**config.mk**
```make
export PLATFORM = sky130hd
export DESIGN_NAME = tseg_top
export DESIGN_NICKNAME = d
export VERILOG_FILES = /design/src/hw/tseg_pkg.sv /design/src/hw/tseg_reg_if.sv /design/src/hw/tseg_ahb_slave.sv /design/src/hw/tseg_top.sv
export SDC_FILE = /design/constraint.sdc
export NUM_CORES = 1
export LEC_CHECK = 0
export ABC_AREA = 1
export BUFFER_PORTS_ARGS = -buffer_cell sky130_fd_sc_hd__buf_2
export CAP_MARGIN = 20
export CELL_PAD_IN_SITES_DETAIL_PLACEMENT = 0
export CELL_PAD_IN_SITES_GLOBAL_PLACEMENT = 1
export CORE_MARGIN = 5
export CORE_UTILIZATION = 39
export CTS_CLUSTER_SIZE = 24
export DETAILED_ROUTE_END_ITERATION = 16
export PLACE_DENSITY_LB_ADDON = 0.08
export SLEW_MARGIN = 30
export SYNTH_ARGS = -nofsm -noshare
export SYNTH_HDL_FRONTEND = slang
export SYNTH_SLANG_ARGS = --single-unit
export TNS_END_PERCENT = 50
```
**constraint.sdc**
```tcl
create_clock -name clk -period 1.97 [get_ports clk]
set_input_delay 0.394 -clock clk [delete_from_list [all_inputs] [get_ports clk]]
set_output_delay 0.394 -clock clk [all_outputs]
set_load 0.05 [all_outputs]
```
**src/hw/tseg_pkg.sv**
```systemverilog
// Purpose: Shared constants for the timer software event block.
// Assumes: One 100 MHz clock, AHB-Lite register access.
// Notes: Registers are 16 bits wide, one aligned 32-bit word each.
package tseg_pkg;
  // Register byte offsets.
  localparam logic [7:0] A_EVT = 8'h00;
  localparam logic [7:0] A_CTRL = 8'h04;
  localparam logic [7:0] A_PSC = 8'h08;
  localparam logic [7:0] A_ARR = 8'h0C;
  localparam logic [7:0] A_CNT = 8'h10;
  localparam logic [7:0] A_PRE = 8'h14;
  localparam logic [7:0] A_ACT = 8'h18;
  localparam logic [7:0] A_CAP1 = 8'h1C;
  localparam logic [7:0] A_CAP2 = 8'h20;
  localparam logic [7:0] A_CAP3 = 8'h24;
  localparam logic [7:0] A_STAT = 8'h28;
  localparam logic [7:0] A_IEN = 8'h2C;
  localparam logic [7:0] A_DEN = 8'h30;
  // Event generation bits.
  localparam int B_UG = 0;
  localparam int B_CHANNEL1_EVENT_FORCE = 1;
  localparam int B_COMMUTATION_UPDATE_FORCE = 5;
  localparam int B_TG = 6;
  localparam int B_BG = 7;
  localparam logic [15:0] EVT_MASK = 16'h00EF;
  // Status bits (sticky, write one to clear).
  localparam int S_UIF = 0;
  localparam int S_CHANNEL1_FLAG = 1;
  localparam int S_COMIF = 5;
  localparam int S_TIF = 6;
  localparam int S_BIF = 7;
  localparam int S_CHANNEL1_OVERCAPTURE_FLAG = 9;
  localparam logic [15:0] STAT_MASK = 16'h0EEF;
  // Control register fields.
  localparam int C_MODE = 0;
  localparam int C_UPDATE_DISABLE = 2;
  localparam int C_URS = 3;
  localparam int C_CONTROL_PRELOAD_ON = 4;
  localparam int C_IN1 = 5;
  localparam int C_MOE = 8;
  localparam logic [15:0] CTRL_MASK = 16'h01FF;
  // Per-channel control: enable, complementary enable, three mode bits.
  localparam int CH_W = 5;
  localparam int NCH = 3;
  // Value of every register after reset.
  localparam logic [15:0] RST_VAL = 16'h0000;
  typedef enum logic [1:0] {
    CM_UP = 2'b00,
    CM_DOWN = 2'b01,
    CM_CENTER = 2'b10
  } tseg_cmode_t;
  typedef enum logic {
    BS_IDLE = 1'b0,
    BS_WAIT = 1'b1
  } tseg_bst_t;
endpackage

```
**src/hw/tseg_reg_if.sv**
```systemverilog
// Purpose: Register access path between the bus slave and the timer core.
// Assumes: Same clock on both sides.
// Notes: Read data is combinational from the addressed register.
`timescale 1ns/1ps
`default_nettype none
interface tseg_reg_if;
  logic wrEn;
  logic [7:0] addr;
  logic [31:0] wdata;
  logic [15:0] rdata;
  modport slave (output wrEn, output addr, output wdata, input rdata);
  modport regs (input wrEn, input addr, input wdata, output rdata);
endinterface
`default_nettype wire

```
**src/hw/tseg_ahb_slave.sv**
```systemverilog
// Purpose: AHB-Lite slave with one wait state on every transfer.
// Assumes: Single word transfers, response always OKAY.
// Notes: The wait state lets read data leave straight from a flip-flop.
`timescale 1ns/1ps
`default_nettype none
module tseg_ahb_slave (
  input wire logic clk,
  input wire logic nrst,
  input wire logic hsel,
  input wire logic [31:0] haddr,
  input wire logic [1:0] htrans,
  input wire logic hwrite,
  input wire logic [31:0] hwdata,
  input wire logic hready,
  output logic hreadyout,
  output logic [31:0] hrdata,
  tseg_reg_if.slave bus
);
  typedef struct packed {
    tseg_pkg::tseg_bst_t st;
    logic wr;
    logic [7:0] addr;
    logic rdy;
    logic [31:0] rdata;
  } tseg_bstate_t;
  tseg_bstate_t s_r, s_nxt;

  // Address phase is taken only while ready; data phase lasts two cycles.
  always_comb begin
    s_nxt = s_r;
    case (s_r.st)
      tseg_pkg::BS_IDLE: begin
        if (hsel && htrans[1] && hready) begin
          s_nxt.st = tseg_pkg::BS_WAIT;
          s_nxt.wr = hwrite;
          s_nxt.addr = {haddr[7:2], 2'b00};
          s_nxt.rdy = 1'b0;
        end
      end
      tseg_pkg::BS_WAIT: begin
        s_nxt.st = tseg_pkg::BS_IDLE;
        s_nxt.rdy = 1'b1;
        s_nxt.rdata = s_r.wr ? 32'h0000_0000 : {16'h0000, bus.rdata};
      end
      default: s_nxt = s_r;
    endcase
  end

  always_ff @(posedge clk) begin
    if (!nrst) begin
      s_r <= '0;
      s_r.rdy <= 1'b1;
    end else begin
      s_r <= s_nxt;
    end
  end

  // Writes land in the cycle where hwdata is valid.
  assign bus.wrEn = (s_r.st == tseg_pkg::BS_WAIT) && s_r.wr;
  assign bus.addr = s_r.addr;
  assign bus.wdata = hwdata;
  assign hreadyout = s_r.rdy;
  assign hrdata = s_r.rdata;
endmodule // tseg_ahb_slave
`default_nettype wire

```
**src/hw/tseg_top.sv**
```systemverilog
// Purpose: Software event generation for a 16-bit control timer.
// Assumes: AHB-Lite register access, 100 MHz clk, synchronous nrst.
// Notes: A small counter core is included so forced events act on it.
// Summary of operation
// RULE_01: Brake bit write clears main output enable, sets brake flag, requests irq/DMA.
// RULE_02: Trigger bit write sets trigger flag, requests irq/DMA, then self-clears.
// RULE_03: Commutation bit with preload on loads channel enables and modes, then self-clears.
// RULE_04: Commutation loads only the three complementary channels.
// RULE_05: Channel 2 and 3 bits act like channel 1 for their direction.
// RULE_06: Channel 1 output: bit sets channel 1 flag, requests irq/DMA.
// RULE_07: Channel 1 input: bit captures counter, sets flag, requests irq/DMA.
// RULE_08: Forced capture with channel 1 flag already set sets over-capture.
// RULE_09: Channel and trigger bits are one-shot and clear after their event.
// RULE_10: Update bit reinitialises the counter, makes update event, self-clears.
// RULE_11: Forced update zeroes prescaler count, keeps the division ratio.
// RULE_12: Forced update: zero when up or center, reload value when down.
// RULE_13: Forced update flag only when updates enabled and source permits software.
// RULE_14: Event register reads zero; reserved bits ignore writes.
`timescale 1ns/1ps
`default_nettype none
module tseg_top (
  input wire logic clk,
  input wire logic nrst,
  input wire logic hsel,
  input wire logic [31:0] haddr,
  input wire logic [1:0] htrans,
  input wire logic hwrite,
  input wire logic [2:0] hsize,
  input wire logic [31:0] hwdata,
  input wire logic hready,
  output logic hreadyout,
  output logic hresp,
  output logic [31:0] hrdata,
  output logic mainOutEn,
  output logic [14:0] chanCtl,
  output logic irq,
  output logic [15:0] dmaReq
);
  typedef struct packed {
    logic [15:0] gen;
    logic brk;
    logic [15:0] ctrl;
    logic [15:0] psc;
    logic [15:0] arr;
    logic [15:0] pscCnt;
    logic [15:0] cnt;
    logic cntDown;
    logic [14:0] pre;
    logic [14:0] act;
    logic [2:0][15:0] cap;
    logic [15:0] stat;
    logic [15:0] ien;
    logic [15:0] den;
    logic irq;
    logic [15:0] dma;
  } tseg_state_t;
  tseg_state_t s_r, s_nxt;
  tseg_reg_if bus ();
  logic [15:0] ev;
  logic [15:0] w1c;
  logic ovf;
  logic hsizeUnused;

  // Only word transfers exist, so the size is not decoded.
  assign hsizeUnused = ^hsize;

  tseg_ahb_slave u_slave (
    .clk(clk),
    .nrst(nrst),
    .hsel(hsel),
    .haddr(haddr),
    .htrans(htrans),
    .hwrite(hwrite),
    .hwdata(hwdata),
    .hready(hready),
    .hreadyout(hreadyout),
    .hrdata(hrdata),
    .bus(bus.slave)
  );

  // Next state: register writes first, then counter, then forced events.
  always_comb begin
    s_nxt = s_r;
    ev = '0;
    w1c = '0;
    ovf = 1'b0;
    s_nxt.gen = '0; // see RULE_09
    if (bus.wrEn) begin
      case (bus.addr)
        tseg_pkg::A_EVT: begin
          s_nxt.gen = bus.wdata[15:0] & tseg_pkg::EVT_MASK; // see RULE_14
          s_nxt.brk = bus.wdata[tseg_pkg::B_BG]; // see RULE_01
        end
        tseg_pkg::A_CTRL: s_nxt.ctrl = bus.wdata[15:0] & tseg_pkg::CTRL_MASK;
        tseg_pkg::A_PSC: s_nxt.psc = bus.wdata[15:0];
        tseg_pkg::A_ARR: s_nxt.arr = bus.wdata[15:0];
        tseg_pkg::A_PRE: s_nxt.pre = bus.wdata[14:0];
        tseg_pkg::A_STAT: w1c = bus.wdata[15:0];
        tseg_pkg::A_IEN: s_nxt.ien = bus.wdata[15:0] & tseg_pkg::STAT_MASK;
        tseg_pkg::A_DEN: s_nxt.den = bus.wdata[15:0] & tseg_pkg::STAT_MASK;
        default: ;
      endcase
    end

    // Prescaler and counter. Center mode counts up to reload, then down.
    if (s_r.pscCnt >= s_r.psc) begin
      s_nxt.pscCnt = '0;
      case (tseg_pkg::tseg_cmode_t'(s_r.ctrl[1:0]))
        tseg_pkg::CM_UP: begin
          ovf = (s_r.cnt >= s_r.arr);
          s_nxt.cnt = ovf ? 16'h0000 : s_r.cnt + 16'h0001;
        end
        tseg_pkg::CM_DOWN: begin
          ovf = (s_r.cnt == 16'h0000);
          s_nxt.cnt = ovf ? s_r.arr : s_r.cnt - 16'h0001;
        end
        tseg_pkg::CM_CENTER: begin
          if (!s_r.cntDown && s_r.cnt >= s_r.arr) begin
            ovf = 1'b1;
            s_nxt.cntDown = 1'b1;
            s_nxt.cnt = (s_r.arr == 16'h0000) ? 16'h0000 : s_r.cnt - 16'h0001;
          end else if (s_r.cntDown && s_r.cnt == 16'h0000) begin
            ovf = 1'b1;
            s_nxt.cntDown = 1'b0;
            s_nxt.cnt = 16'h0001;
          end else if (s_r.cntDown) begin
            s_nxt.cnt = s_r.cnt - 16'h0001;
          end else begin
            s_nxt.cnt = s_r.cnt + 16'h0001;
          end
        end
        default: s_nxt.cnt = s_r.cnt;
      endcase
    end else begin
      s_nxt.pscCnt = s_r.pscCnt + 16'h0001;
    end
    if (ovf && !s_r.ctrl[tseg_pkg::C_UPDATE_DISABLE]) begin
      ev[tseg_pkg::S_UIF] = 1'b1;
    end

    // Forced update restarts the count; the division ratio psc is untouched.
    if (s_r.gen[tseg_pkg::B_UG]) begin
      s_nxt.pscCnt = '0; // see RULE_11
      s_nxt.cntDown = 1'b0;
      if (s_r.ctrl[1:0] == tseg_pkg::CM_DOWN) begin
        s_nxt.cnt = s_r.arr; // see RULE_12
      end else begin
        s_nxt.cnt = '0; // see RULE_12
      end
      if (!s_r.ctrl[tseg_pkg::C_UPDATE_DISABLE] && !s_r.ctrl[tseg_pkg::C_URS]) begin
        ev[tseg_pkg::S_UIF] = 1'b1; // see RULE_10, RULE_13
      end
    end

    // Commutation copies preloaded controls of channels 1 to 3 only.
    if (s_r.gen[tseg_pkg::B_COMMUTATION_UPDATE_FORCE]) begin
      ev[tseg_pkg::S_COMIF] = 1'b1;
      if (s_r.ctrl[tseg_pkg::C_CONTROL_PRELOAD_ON]) begin
        s_nxt.act = s_r.pre; // see RULE_03, RULE_04
      end
    end

    if (s_r.gen[tseg_pkg::B_TG]) begin
      ev[tseg_pkg::S_TIF] = 1'b1; // see RULE_02
    end

    // Brake: the flag sets on the write of one; the held bit keeps outputs off.
    if (s_r.gen[tseg_pkg::B_BG]) begin
      ev[tseg_pkg::S_BIF] = 1'b1; // see RULE_01
    end
    if (s_r.gen[tseg_pkg::B_BG] || s_r.brk) begin
      s_nxt.ctrl[tseg_pkg::C_MOE] = 1'b0; // see RULE_01
    end

    // Channel events; an input channel captures the counter first.
    for (int i = 0; i < tseg_pkg::NCH; i++) begin
      if (s_r.gen[tseg_pkg::B_CHANNEL1_EVENT_FORCE + i]) begin
        ev[tseg_pkg::S_CHANNEL1_FLAG + i] = 1'b1; // see RULE_05, RULE_06
        if (s_r.ctrl[tseg_pkg::C_IN1 + i]) begin
          s_nxt.cap[i] = s_r.cnt; // see RULE_07
          if (s_r.stat[tseg_pkg::S_CHANNEL1_FLAG + i]) begin
            ev[tseg_pkg::S_CHANNEL1_OVERCAPTURE_FLAG + i] = 1'b1; // see RULE_08
          end
        end
      end
    end

    // A hardware set wins over a clear written in the same cycle.
    s_nxt.stat = ((s_r.stat & ~w1c) | ev) & tseg_pkg::STAT_MASK;
    s_nxt.irq = |(s_nxt.stat & s_nxt.ien);
    s_nxt.dma = ev & s_nxt.den;
  end

  always_ff @(posedge clk) begin
    if (!nrst) begin
      s_r <= '0;
    end else begin
      s_r <= s_nxt;
    end
  end

  // Read mux; the event register always reads zero.
  always_comb begin
    case (bus.addr)
      tseg_pkg::A_EVT: bus.rdata = tseg_pkg::RST_VAL; // see RULE_14
      tseg_pkg::A_CTRL: bus.rdata = s_r.ctrl;
      tseg_pkg::A_PSC: bus.rdata = s_r.psc;
      tseg_pkg::A_ARR: bus.rdata = s_r.arr;
      tseg_pkg::A_CNT: bus.rdata = s_r.cnt;
      tseg_pkg::A_PRE: bus.rdata = {1'b0, s_r.pre};
      tseg_pkg::A_ACT: bus.rdata = {1'b0, s_r.act};
      tseg_pkg::A_CAP1: bus.rdata = s_r.cap[0];
      tseg_pkg::A_CAP2: bus.rdata = s_r.cap[1];
      tseg_pkg::A_CAP3: bus.rdata = s_r.cap[2];
      tseg_pkg::A_STAT: bus.rdata = s_r.stat;
      tseg_pkg::A_IEN: bus.rdata = s_r.ien;
      tseg_pkg::A_DEN: bus.rdata = s_r.den;
      default: bus.rdata = tseg_pkg::RST_VAL;
    endcase
  end

  // Outputs other than the tied-low hresp are taken straight from state flip-flops.
  assign hresp = 1'b0;
  assign mainOutEn = s_r.ctrl[tseg_pkg::C_MOE];
  assign chanCtl = s_r.act;
  assign irq = s_r.irq;
  assign dmaReq = s_r.dma;
endmodule // tseg_top
`default_nettype wire

```
[Yosys cells after proc, flatten, opt, wreduce, memory -nomap -nowiden]
Cells that the tools add are included.
Operators by class
  equal/unequal tests: 15
  magnitude comparators: 2
  shift-type cells: 0
  bitwise logic cells: 7
  $add $sub $neg: 3
  reductions and logical operators: 35
  mux-type cells: 44
  div/mod/pow operators: 0
  multipliers: 0
Operator list (number)
  16-bit case mux with 12 select lines: 1
  16-bit 2-to-1 mux: 9
  17-bit 2-to-1 mux: 3
  16-bit case mux with 3 select lines: 1
  16-bit by 1-bit adder with 16-bit output, second input constant: 2
  12-bit by 16-bit bitwise AND with 16-bit output: 2
  16-bit >= comparator: 2
  16-bit logical NOT: 2
  32-bit 2-to-1 mux: 1
  6-bit by 4-bit equality test with 1-bit output, second input constant: 5
  6-bit by 3-bit equality test with 1-bit output, second input constant: 4
  12-bit 2-to-1 mux: 2
  1-bit 2-to-1 mux: 23
  2-bit AND reduction: 11
  16-bit OR reduction: 1
  16-bit by 1-bit subtractor with 16-bit output, second input constant: 1
  12-bit bitwise AND: 1
  6-bit by 2-bit equality test with 1-bit output, second input constant: 2
  12-bit inverter: 1
  12-bit bitwise OR: 1
  11-bit 2-to-1 mux: 1
  8-bit logical NOT: 1
  1-bit logical AND: 7
  6-bit by 1-bit equality test with 1-bit output, second input constant: 1
  14 further kinds: 21
Storage, ports and cells
  RAM bits: 0
  memories: 0
  logic and storage cells: 130
  register bits after elaboration: 260
  ROM bits: 0
  output and inout bits: 67
  latch bits: 0

[Logic depth before layout (Yosys ltp)]
Gate-level depths: netlist (run 1).
  depth after elaboration: 13
  gate-level depth with buffers: 19

[Cells and area by module]
From an unflattened synthesis (run 1), not the netlist that was laid out.
Unflattened totals
  cell total of the unflattened synthesis: 1756
  area, all modules: 12425.7 µm²
Modules (own cells, without submodules)
  tseg_top: area an instance 10941.7 µm², times used 1, cells an instance 1557, sequential area each 4023.9 µm²
  tseg_ahb_slave: area an instance 1483.9 µm², times used 1, cells an instance 199, sequential area each 500.5 µm²

[Least setup slack after synthesis (run 1)]
OpenSTA, ideal clock, no wires.
  path kind: reg2reg
  start: reg s_r[144] (netlist bit)
  end: reg s_r[147] (netlist bit)
  data required time: 1904 ps
  period minus slack after synthesis: 1974 ps
  library setup time: 66 ps
  path slack: -4 ps
  data arrival time: 1908 ps
  stages on the path, launching flop included: 14
  path buffers: 1
  cells stage by stage: dfxtp_1 inv_2 ha_1 nand4_1 nor2_1 nor2_1 nand2_1 nand2_1 nand2_2 clkbuf_1 or2_2 a21oi_1 nand2_1 a21oi_2
Between the ends
  word-level cells in the longest chain between the ends: 7
  elaborated cells on any way between the ends: 15
Ends and longest elaborated chain
  start, declared: line tseg_top.sv:57  | tseg_state_t s_r, s_nxt;
  start signal, assigned: line tseg_top.sv:198  | s_r <= s_nxt;
  16-bit by 1-bit adder with 16-bit output (tied with other cells): line tseg_top.sv:111, tseg_top.sv:129
  16-bit 2-to-1 mux / 1-bit logical AND (equally long branches): line tseg_top.sv:126, tseg_top.sv:122
  16-bit 2-to-1 mux: line tseg_top.sv:122  | end else if (s_r.cntDown && s_r.cnt == 16'h0000) begin
  17-bit 2-to-1 mux: line tseg_top.sv:118  | if (!s_r.cntDown && s_r.cnt >= s_r.arr) begin
  16-bit case mux with 3 select lines *: line tseg_top.sv:108  | case (tseg_pkg::tseg_cmode_t'(s_r.ctrl[1:0]))
  17-bit 2-to-1 mux *: line tseg_top.sv:106  | if (s_r.pscCnt >= s_r.psc) begin
  17-bit 2-to-1 mux *: line tseg_top.sv:142  | if (s_r.gen[tseg_pkg::B_UG]) begin
Mark *: on every way between the ends. The rest lies on a longest branch, timed or not. The select of a mux whose other input is x is not followed.
A chain may end at the register's enable or synchronous reset.

[Worst setup path after layout (run 1)]
  start: reg s_r[197] (netlist bit)
  end: reg s_r[148] (netlist bit)
Between the ends
  word-level cells in the longest chain between the ends: 3
Ends and longest elaborated chain (line)
  16-bit >= comparator: tseg_top.sv:106
  2-bit nonzero test (no line)
  2-bit AND reduction (no line)
No other way between the ends.

==> results of run 1 <==
## flip-flops by register name, summed over array words and instances (netlist names)
signal             count
s_r                  174
u_slave.hrdata        16
chanCtl               15
dmaReq                10
u_slave.bus.addr       6
u_slave.s_r            2
irq                    1
mainOutEn              1
u_slave.hreadyout      1
## tightest hold or removal path, cell delays in order
cell and delay, ns:
buf_2 0.08, nor2_1 0.04, nor2_1 0.08
## layout by cell type, fill, tap and decap left out, types with 12 or more instances in the layout
cell type	instances
ha_1	22
o22ai_1	15
nor2_1	171
o21ai_0	163
conb_1	23
a22o_1	12
dfxtp_1	199
nand3_1	49
inv_2	37
a221oi_2	14
xor2_1	20
nand2_2	22
clkbuf_16	28
o21ai_1	19
nor2_2	26
nand3_2	26
buf_2	70
inv_1	119
nand4_1	19
a21oi_2	32
nor3_1	14
nand2_1	247
a211oi_1	16
ha_4	16
buf_4	219
a21oi_1	123
nor2_4	19
dfxtp_2	25
## area by class of cell
cell class | count | area [sq um] | area share (%)
sequential | 226 | 4560 | 28.0
clock buffer | 38 | 767 | 4.71
tap | 402 | 503 | 3.09
multi-input combinational | 1183 | 7250 | 44.5
inverter | 170 | 679 | 4.18
clock inverter | 10 | 111 | 0.684
timing repair buffer | 314 | 2400 | 14.8
## layer usage
| metal | vias up | routed length [um] | track usage, % |
|---|---|---|---|
| met5 | - | 13 | 0 |
| met4 | 2 | 1420 | 6.84 |
| met3 | 81 | 3050 | 3.98 |
| met2 | 412 | 21100 | 40.7 |
| met1 | 5820 | 22000 | 37.2 |
| li1 | 6079 | - | - |
## what timing repair did
action                                  CTS  global route
pin swaps                                40            61
hold buffers                              0             0
endpoints found under the setup margin   40            67
cloned                                    3             1
resized for setup                       109           152
setup buffers                             7             7
## kinds of logic (layout without fill, tap and decap cells)
group / Yosys count / in the layout / share of synthesized area, %
and+or+nand+nor: 635 / 635 / 22.8
xor gates and xnor gates: 25 / 25 / 1.77
adders and majority gates: 40 / 40 / 4.04
other: 1 / 23 / 0.0302
AOI/OAI and AO/OA: 460 / 460 / 22.2
buffers and inverters: 317 / 532 / 12.6
DFF: 226 / 226 / 36.5
## through the flow
step	TNS [ns]	cells	area, sq um	utilization, %
CTS	-1.42	2340	15700	49.9
finish	-1.41	2343	16300	51.7
global route	-4.17	2343	16300	51.7
detailed placement	-5.40	2282	14300	45.3
global placement	-5.11	2282	14300	45.3
floorplan	0	1726	12500	-
## how the worst max path moves through the flow
stage / slack, ns / end
global placement: -0.27 / s_r[147]
floorplan: 0.0008 / s_r[147]
global route: -0.22 / s_r[148]
detailed placement: -0.27 / s_r[155]
finish: -0.11 / s_r[148]
CTS: -0.11 / s_r[152]
## power breakdown
group | internal, uW | switching (uW)
registers | 4580 | 9.02
clock network | 2970 | 2060
logic | 159 | 408
==> results.toml, run 1 <==
[die]
initial_utilization_pct = 39.4
die_y_um = 188
core_sq_um = 31500
rows = 65
ios = 141
die_area_sq_um = 35500
die_x_um = 188

[clock_network]
cts_tree = "built"
cts_buffer_depth = 3
cts_buffers = 27
clk_pin_slew_ns = 0.06
clkSinkCount = 226
clock_latency_ns = 0.55
root_buffer = "clkbuf_16"
htree_num_levels = 1

[synth]
syn_inst = 1704
ys_ff_latch = 226
yosys_warnings = 0
synth_common_cells = "nand2_1, dfxtp_1, nor2_1"
synth_top_area_cell = "dfxtp_1"
synth_cell_types = 56
ys.flop_type = "dfxtp_1"
syn_area_sq_um = 12400
synth.most_common_cell = "nand2_1"
ys_seq_area_share_pct = 36.5
yosys-top-cells-area = "dfxtp_1, nand2_1, o21ai_0, nor2_1, a21oi_1"
syn_avg_cell_area_sq_um = 7.28
asyncSetResetFlopFracSynth_pct = 0
synth_top_area_share_pct = 36.5
synth-edff-count = 0

[worst_setup_path]
cp_data_arrival_time_ns = 2.51
criticalPathCategory = "flip-flop to flip-flop"
cp_slowest_cell = "dfxtp_1"
rr_worst_depth = 13
r2r_start = "s_r[197]"
ff2ff_setup_slack_ns = -0.11
crit_path_cell_trace = "inv_1, ha_1, nand2_1, nor2_2, nand2_1, o211ai_1, nand2_1, nand3_4, o21ai_4, buf_12, nand2_1, nand2_1, a21oi_2"
regToRegEndpoint = "s_r[148]"
critPathMaxStageDelay_ns = 0.38
critPathMostFrequentCell = "nand2_1"
cp-startpoint = "s_r[197]"
critical_path_required_ns = 2.39
cp_max_fo = 16
critPathBufInv = 2
crit_path_end_kind = "flip-flop"
cp.depth = 13
cp-start-kind = "flip-flop"
path_delay_family = "simple AND/OR/NAND/NOR gates"

[global_routing]
grt_pass1_vias = 11700
grt_antenna_before_repair = 1
grt.overflow.total = 0
grt_pass1_wl_um = 71600
grt.total_usage_pct = 25.9
grt_max_degree = 65

[detailed_routing]
drc = 0
num_vias = 12400
routed_wl_um = 47700
dr.pass1.iters = 5
vias_per_cell = 5.29
drtAntennaViolNets = 0
drt_iter0_drc = 1135
routedWlPerCell_um = 20.3

[finish]
finalNetCount = 2036
area_growth_pct = 31.2
fill_cells = 3102
drive_above_1_share_pct = 33.4
antenna_cells = 0

[power]
ir_worst_vdd_mv = 0.614
p_leak_uw = 0.00682
total_power_uw = 10200
powerDensity_nw_per_um2 = 626

[sta]
hold-worst-slack_ns = 0.0678
rsz0062_at_grt = "yes"
hold_viol_final = 0
post-route-min-period_ns = 2.08
finalClockSkew_ns = 0.0270
drv_slew = 0
layout_setup_ws_ns = -0.111
post-route-period-util_pct = 106
setup_viol = 18
fmax_mhz = 481

[flow_run]
drv_cap = 0

[outcome]
outcome = "finished with violations"
violations = "negative setup slack"

[hold_path]
hold_class = "input port to flip-flop"
hold_path_depth = 3
worstHoldStart = "haddr[4]"
min_to = "u_slave.bus.addr[4]"

[placed_design]
place.gp.congestion = 0.928
dp_hpwl_um = 35600
port_buffers = 71
pre_cts_ws_ns = -0.269
Power figures use the tool's default switching activity.
==> run 2, diff against run 1 <==
--- a/config.mk
+++ b/config.mk
@@ -7,7 +7,6 @@
 export LEC_CHECK = 0
 export ABC_AREA = 1
 export BUFFER_PORTS_ARGS = -buffer_cell sky130_fd_sc_hd__buf_2
-export CAP_MARGIN = 20
 export CELL_PAD_IN_SITES_DETAIL_PLACEMENT = 0
 export CELL_PAD_IN_SITES_GLOBAL_PLACEMENT = 1
 export CORE_MARGIN = 5
@@ -15,7 +14,7 @@
 export CTS_CLUSTER_SIZE = 24
 export DETAILED_ROUTE_END_ITERATION = 16
 export PLACE_DENSITY_LB_ADDON = 0.08
-export SLEW_MARGIN = 30
+export REMOVE_ABC_BUFFERS = 1
 export SYNTH_ARGS = -nofsm -noshare
 export SYNTH_HDL_FRONTEND = slang
 export SYNTH_SLANG_ARGS = --single-unit
==> run 2 against run 1 <==
  * The flow still finishes with violations (negative setup slack)
  * Setup slack worse by 0.033 ns
  * Cell area fell by 1.5%
  * Flip-flop and latch count did not move
  * Sequential power about the same
  * Largest power group unchanged
==> results.toml, run 2 (same netlist as run 1, synthesis figures left out) <==
[worst_setup_path]
cp_data_arrival_time_ns = 2.54
crit_path_end_kind = "flip-flop"
cp-start-kind = "flip-flop"
critical_path_required_ns = 2.39
cp_max_fo = 12
criticalPathCategory = "flip-flop to flip-flop"

[sta]
post-route-period-util_pct = 107
fmax_mhz = 473
hold-worst-slack_ns = 0.0708
setup_viol = 18
layout_setup_ws_ns = -0.144
slew_headroom_pct = 56.6
finalClockSkew_ns = 0.0371
hold_viol_final = 0
drv_slew = 0
tightest_slew_ns = 0.650
rsz0062_at_grt = "yes"
post-route-min-period_ns = 2.11

[placed_design]
dp_hpwl_um = 35400
port_buffers = 71
placed_cells = 2264
place.gp.congestion = 0.918

[global_routing]
grt_antenna_before_repair = 0
grt_pass1_wl_um = 70200
grt_pass1_vias = 11400
grt.total_usage_pct = 25.3
grt_max_degree = 72
grt.overflow.total = 0

[clock_network]
clkSinkCount = 226
hold_buffers = 0
cts_buffers = 27
cts_buffer_depth = 3
htree_num_levels = 1
clock_latency_ns = 0.56
root_buffer = "clkbuf_16"
clk_pin_slew_ns = 0.06
cts_tree = "built"

[detailed_routing]
num_vias = 12200
drc = 0
drtAntennaViolNets = 0
drt_iter0_drc = 998
dr.pass1.iters = 5
routedWlPerCell_um = 20.5
vias_per_cell = 5.27
routed_wl_um = 47700

[finish]
regMostFlops = "s_r"
utilization_pct = 50.9
multi_input_area_sq_um = 7100
drive_above_1_share_pct = 30.7
final_cell_mix = "nand2_1, dfxtp_1, buf_4, nor2_1, o21ai_0"
antenna_cells = 0
area_growth_pct = 29.2
largest_reg_flops = 174
final_cells = 2324
finalNetCount = 2018
final_common_cell = "nand2_1"
fill_cells = 3176
regArea_sq_um = 4540

[power]
powerDensity_nw_per_um2 = 640
p_leak_uw = 0.00668
ir_worst_vdd_mv = 0.682

[hold_path]
hold_class = "input port to flip-flop"

[die]
die_x_um = 188
initial_utilization_pct = 39.4
core_sq_um = 31500
die_y_um = 188
ios = 141
rows = 65
die_area_sq_um = 35500

[outcome]
outcome = "finished with violations"
violations = "negative setup slack"

[flow_run]
drv_cap = 0
-- run 2: cell count changes in the layout (fill, tap and decap cells not counted), sizes merged --
cell    before  now
clkinv      11    7
inv        165  166
buf        313  293
clkbuf      39   43
-- run 2: worst paths after layout --
| check | start | end | slack [ns] | cells after the start |
|---|---|---|---|---|
| hold / removal | haddr[4] | u_slave.bus.addr[4] | 0.07 | 3 |
| setup reg to reg | s_r[189] | s_r[156] | -0.14 | 15 |
| hold reg to reg | u_slave.hrdata[6] | u_slave.hrdata[6] | 0.45 | 2 |
| setup / recovery | s_r[189] | s_r[156] | -0.14 | 15 |
-- run 2: area by class of cell --
class                           instances  area share [%]
Timing Repair Buffer                  296            14.4
Clock buffer                           40            4.96
Sequential cell                       226            28.4
Multi-Input combinational cell       1183            44.3
Inverter                              170            4.16
Clock inverter                          7           0.640
Tap cell                              402            3.14
-- run 2: power by group --
group	switching [uW]	total, uW	internal, uW
combinational	418	566	148
sequential	9.49	4590	4580
clock	2050	5100	3040
-- run 2: through the flow --
stage | power, uW | setup TNS (ns) | cell area [sq um] | setup WS [ns]
3_3_place_gp | 5220 | -3.41 | 14200 | -0.234
2_1_floorplan | 4950 | -3.02 | 11600 | -0.150
4_1_cts | 10300 | -1.91 | 15200 | -0.132
6_report | 10300 | -1.71 | 16000 | -0.144
5_1_grt | 10500 | -5.42 | 16000 | -0.253
3_5_place_dp | 5220 | -3.97 | 14200 | -0.229
-- run 2: metal layers --
layer	GRT usage (%)	wire length, um
met1	36.7	22500
met2	40.8	21700
met3	2.24	2210
met4	6.05	1280
met5	0	0
-- run 2: timing repair --
item / CTS / global route
gates cloned: 0 / 5
setup buffers: 0 / 9
setup endpoints to repair: 30 / 52
resized for setup: 40 / 171
pin swaps: 14 / 43
-- run 2: worst max-delay path, cell delays in order (launching register included) --
cell,delay (ns)
dfxtp_1,0.33
inv_1,0.06
ha_1,0.30
nand4_1,0.13
a21oi_1,0.15
nor2_1,0.08
buf_4,0.16
nand2_8,0.11
nand2_8,0.08
inv_4,0.08
buf_12,0.14
o21ai_0,0.09
nand3_1,0.10
nand2_1,0.05
nand2_1,0.09
a21oi_2,0.05
==> run 3, diff against run 2 <==
--- a/config.mk
+++ b/config.mk
@@ -5,7 +5,6 @@
 export SDC_FILE = /design/constraint.sdc
 export NUM_CORES = 1
 export LEC_CHECK = 0
-export ABC_AREA = 1
 export BUFFER_PORTS_ARGS = -buffer_cell sky130_fd_sc_hd__buf_2
 export CELL_PAD_IN_SITES_DETAIL_PLACEMENT = 0
 export CELL_PAD_IN_SITES_GLOBAL_PLACEMENT = 1
@@ -14,8 +13,9 @@
 export CTS_CLUSTER_SIZE = 24
 export DETAILED_ROUTE_END_ITERATION = 16
 export PLACE_DENSITY_LB_ADDON = 0.08
+export RECOVER_POWER = 100
 export REMOVE_ABC_BUFFERS = 1
 export SYNTH_ARGS = -nofsm -noshare
 export SYNTH_HDL_FRONTEND = slang
 export SYNTH_SLANG_ARGS = --single-unit
-export TNS_END_PERCENT = 50
+export TNS_END_PERCENT = 30
==> run 3 against run 2 <==
  * The flow still finishes with violations (negative setup slack)
  * Area after synthesis fell by 4.1%
  * Synthesized cell count decreased by 12%
  * Via count shrank 0.68%
  * Critical endpoint is now irq
  * Largest cell class unchanged
==> results.toml, run 3 <==
[placed_design]
port_buffers = 71
dp_hpwl_um = 36800
pre_cts_ws_ns = -0.963
dpl-instance-area_sq_um = 14300
place.gp.congestion = 0.965
placed_cells = 2122

[global_routing]
grt_max_degree = 54
grt.overflow.total = 0
grt_antenna_before_repair = 0
grt_util_met2_pct = 48.1
grt_pass1_wl_um = 74200
met3_usage_pct = 3.59
grt.total_usage_pct = 28.3
grt_pass1_vias = 12000
top_usage_layer = "met2"
use_met1_pct = 37.8

[die]
die_area_sq_um = 34100
die_x_um = 185
core_sq_um = 30300
initial_utilization_pct = 39.2
ios = 141
die_y_um = 185
rows = 64

[sta]
hold_viol_final = 0
setup_viol = 74
fmax_mhz = 373
slew_headroom_pct = 21.5
tightest_slew_ns = 1.18
drv_slew = 0
hold-worst-slack_ns = 0.0504
rsz0062_at_grt = "yes"
finalClockSkew_ns = 0.0132
post-route-min-period_ns = 2.68
post-route-period-util_pct = 136
layout_setup_ws_ns = -0.710

[worst_setup_path]
critical_path_required_ns = 2.41
critPathMaxStageDelay_ns = 0.57
cp-startpoint = "u_slave.bus.addr[2]"
criticalPathCategory = "flip-flop to flip-flop"
r2r_start = "u_slave.bus.addr[2]"
cp_slowest_cell = "or4b_4"
ff2ff_setup_slack_ns = -0.71
cp_max_fo = 5
cp_data_arrival_time_ns = 3.12
crit_path_end_kind = "flip-flop"
crit_path_cell_trace = "or4b_4, nor3_4, clkbuf_1, nand2_1, a22oi_1, o22ai_1, o41ai_2, o31ai_1"
cp-start-kind = "flip-flop"
rr_worst_depth = 8
regToRegEndpoint = "irq"

[synth]
syn_area_sq_um = 11900
syn_inst = 1508
synth-edff-count = 0
synth.most_common_cell = "nand2_1"
synth_cell_types = 76
synth_top_area_cell = "dfxtp_1"
syn_avg_cell_area_sq_um = 7.88
ys.flop_type = "dfxtp_1"
yosys-top-cells-area = "dfxtp_1, nand2_1, a21oi_1, ha_1, buf_4"
ys_ff_latch = 226
ys_seq_area_share_pct = 38.1
asyncSetResetFlopFracSynth_pct = 0
synth_top_area_share_pct = 38.1
synth_common_cells = "nand2_1, dfxtp_1, a21oi_1"
yosys_warnings = 0

[finish]
final_common_cell = "nand2_1"
area_growth_pct = 33.2
antenna_cells = 0
final_cells = 2179
finalNetCount = 1879
stdcell_area_sq_um = 15800
largest_reg_flops = 174
regMostFlops = "s_r"
final_cell_mix = "nand2_1, buf_4, dfxtp_1, a21oi_1, nor2_1"
drive_above_1_share_pct = 27.5

[detailed_routing]
drtAntennaViolNets = 0
drc = 0
num_vias = 12200
vias_per_cell = 5.58
drt_iter0_drc = 1122
routedWlPerCell_um = 22.7
routed_wl_um = 49400
dr.pass1.iters = 6

[hold_path]
min_to = "u_slave.bus.addr[7]"
hold_path_depth = 3
worstHoldStart = "haddr[7]"
hold_class = "input port to flip-flop"

[clock_network]
clk_pin_slew_ns = 0.06
clock_latency_ns = 0.57
cts_buffer_depth = 3
htree_num_levels = 1
cts_buffers = 28
root_buffer = "clkbuf_16"
cts_tree = "built"
hold_buffers = 0
clkSinkCount = 226

[flow_run]
drv_cap = 0

[outcome]
violations = "negative setup slack"
outcome = "finished with violations"

[power]
p_int_uw = 7930
power_frac_clock_pct = 51.1
p_switching_uw = 2490
p_leak_uw = 0.00617
pwr-share-seq_pct = 44.0
combPwrFrac_pct = 4.9
powerDensity_nw_per_um2 = 658
switching_share_pct = 23.9
ir_worst_vdd_mv = 0.625
==> run 3: cell count changes in the layout (fill, tap and decap cells not counted), moves of 35 or more <==
cell / change
buf_4: +53
nor2_1: -94
inv_1: -83
buf_2: -43
nand2_1: +61
o21ai_0: -133
clkbuf_1: +42
nand3_1: -35
==> run 3: worst max-delay path by stage <==
stage / endpoint / cells after the start / slack, ns
after detailed placement: s_r[154] / 11 / -0.96
after global routing: s_r[150] / 11 / -0.78
after floorplan: u_slave.hrdata[0] / 3 / -2.02
after global placement: s_r[152] / 10 / -0.90
final: irq / 8 / -0.71
after CTS: s_r[152] / 10 / -0.70
==> run 3: power by group through the flow <==
stage | clock, uW | sequential (uW) | combinational (uW)
2_1_floorplan | 0 | 4700 | 206
4_1_cts | 5420 | 4580 | 492
3_3_place_gp | 0 | 4680 | 485
6_report | 5320 | 4590 | 513
5_1_grt | 5560 | 4580 | 537
3_5_place_dp | 0 | 4680 | 484
==> run 3: cell families (layout without fill, tap and decap cells) <==
logic type,after synthesis,count (layout),share of synthesized area (%)
xor+xnor,40,40,2.95
fa+ha+maj,40,40,4.21
simple gates,557,557,21.1
mux,36,36,3.05
buf+inv,221,474,9.35
other cells,1,23,0.0315
flops,226,226,38.1
compound gates,387,387,21.3
==> run 3: area by class of cell <==
type	instances	area, sq um
sequential	226	4550
tap	396	495
multi-input combinational	1083	6850
timing repair buffer	374	2800
fill	2982	14500
inverter	52	198
clock inverter	8	148
clock buffer	40	796
==> run 3: repair_timing <==
| action | CTS | global route |
|---|---|---|
| pin swaps | 41 | 38 |
| buffers inserted | 6 | 2 |
| cloned | 2 | 0 |
| endpoints found under the setup margin | 100 | 114 |
| hold endpoints to repair | 0 | 0 |
| gates resized for setup | 84 | 83 |
==> run 3: worst max-delay path: cells and delay by family, from the launching register on <==
| kind | cells | cell delay [ns] |
|---|---|---|
| simple gates | 3 | 0.88 |
| buf+inv | 1 | 0.34 |
| compound gates | 4 | 1.02 |
| flops | 1 | 0.31 |
==> run 3: routing by layer <==
| layer | wire length [um] | up-vias |
|---|---|---|
| met5 | 0 | - |
| met4 | 1540 | 0 |
| met3 | 2950 | 88 |
| met2 | 23500 | 443 |
| met1 | 21400 | 5886 |
| li1 | - | 5746 |
==> run 3: per-stage QoR <==
stage,TNS [ns],util [%],total power (uW)
finish,-19.70,52.2,10400
global route,-28.89,52.2,10700
CTS,-27.77,51.4,10500
detailed placement,-32.20,47.1,5170
global placement,-31.07,47.1,5170
floorplan,-243.83,-,4900
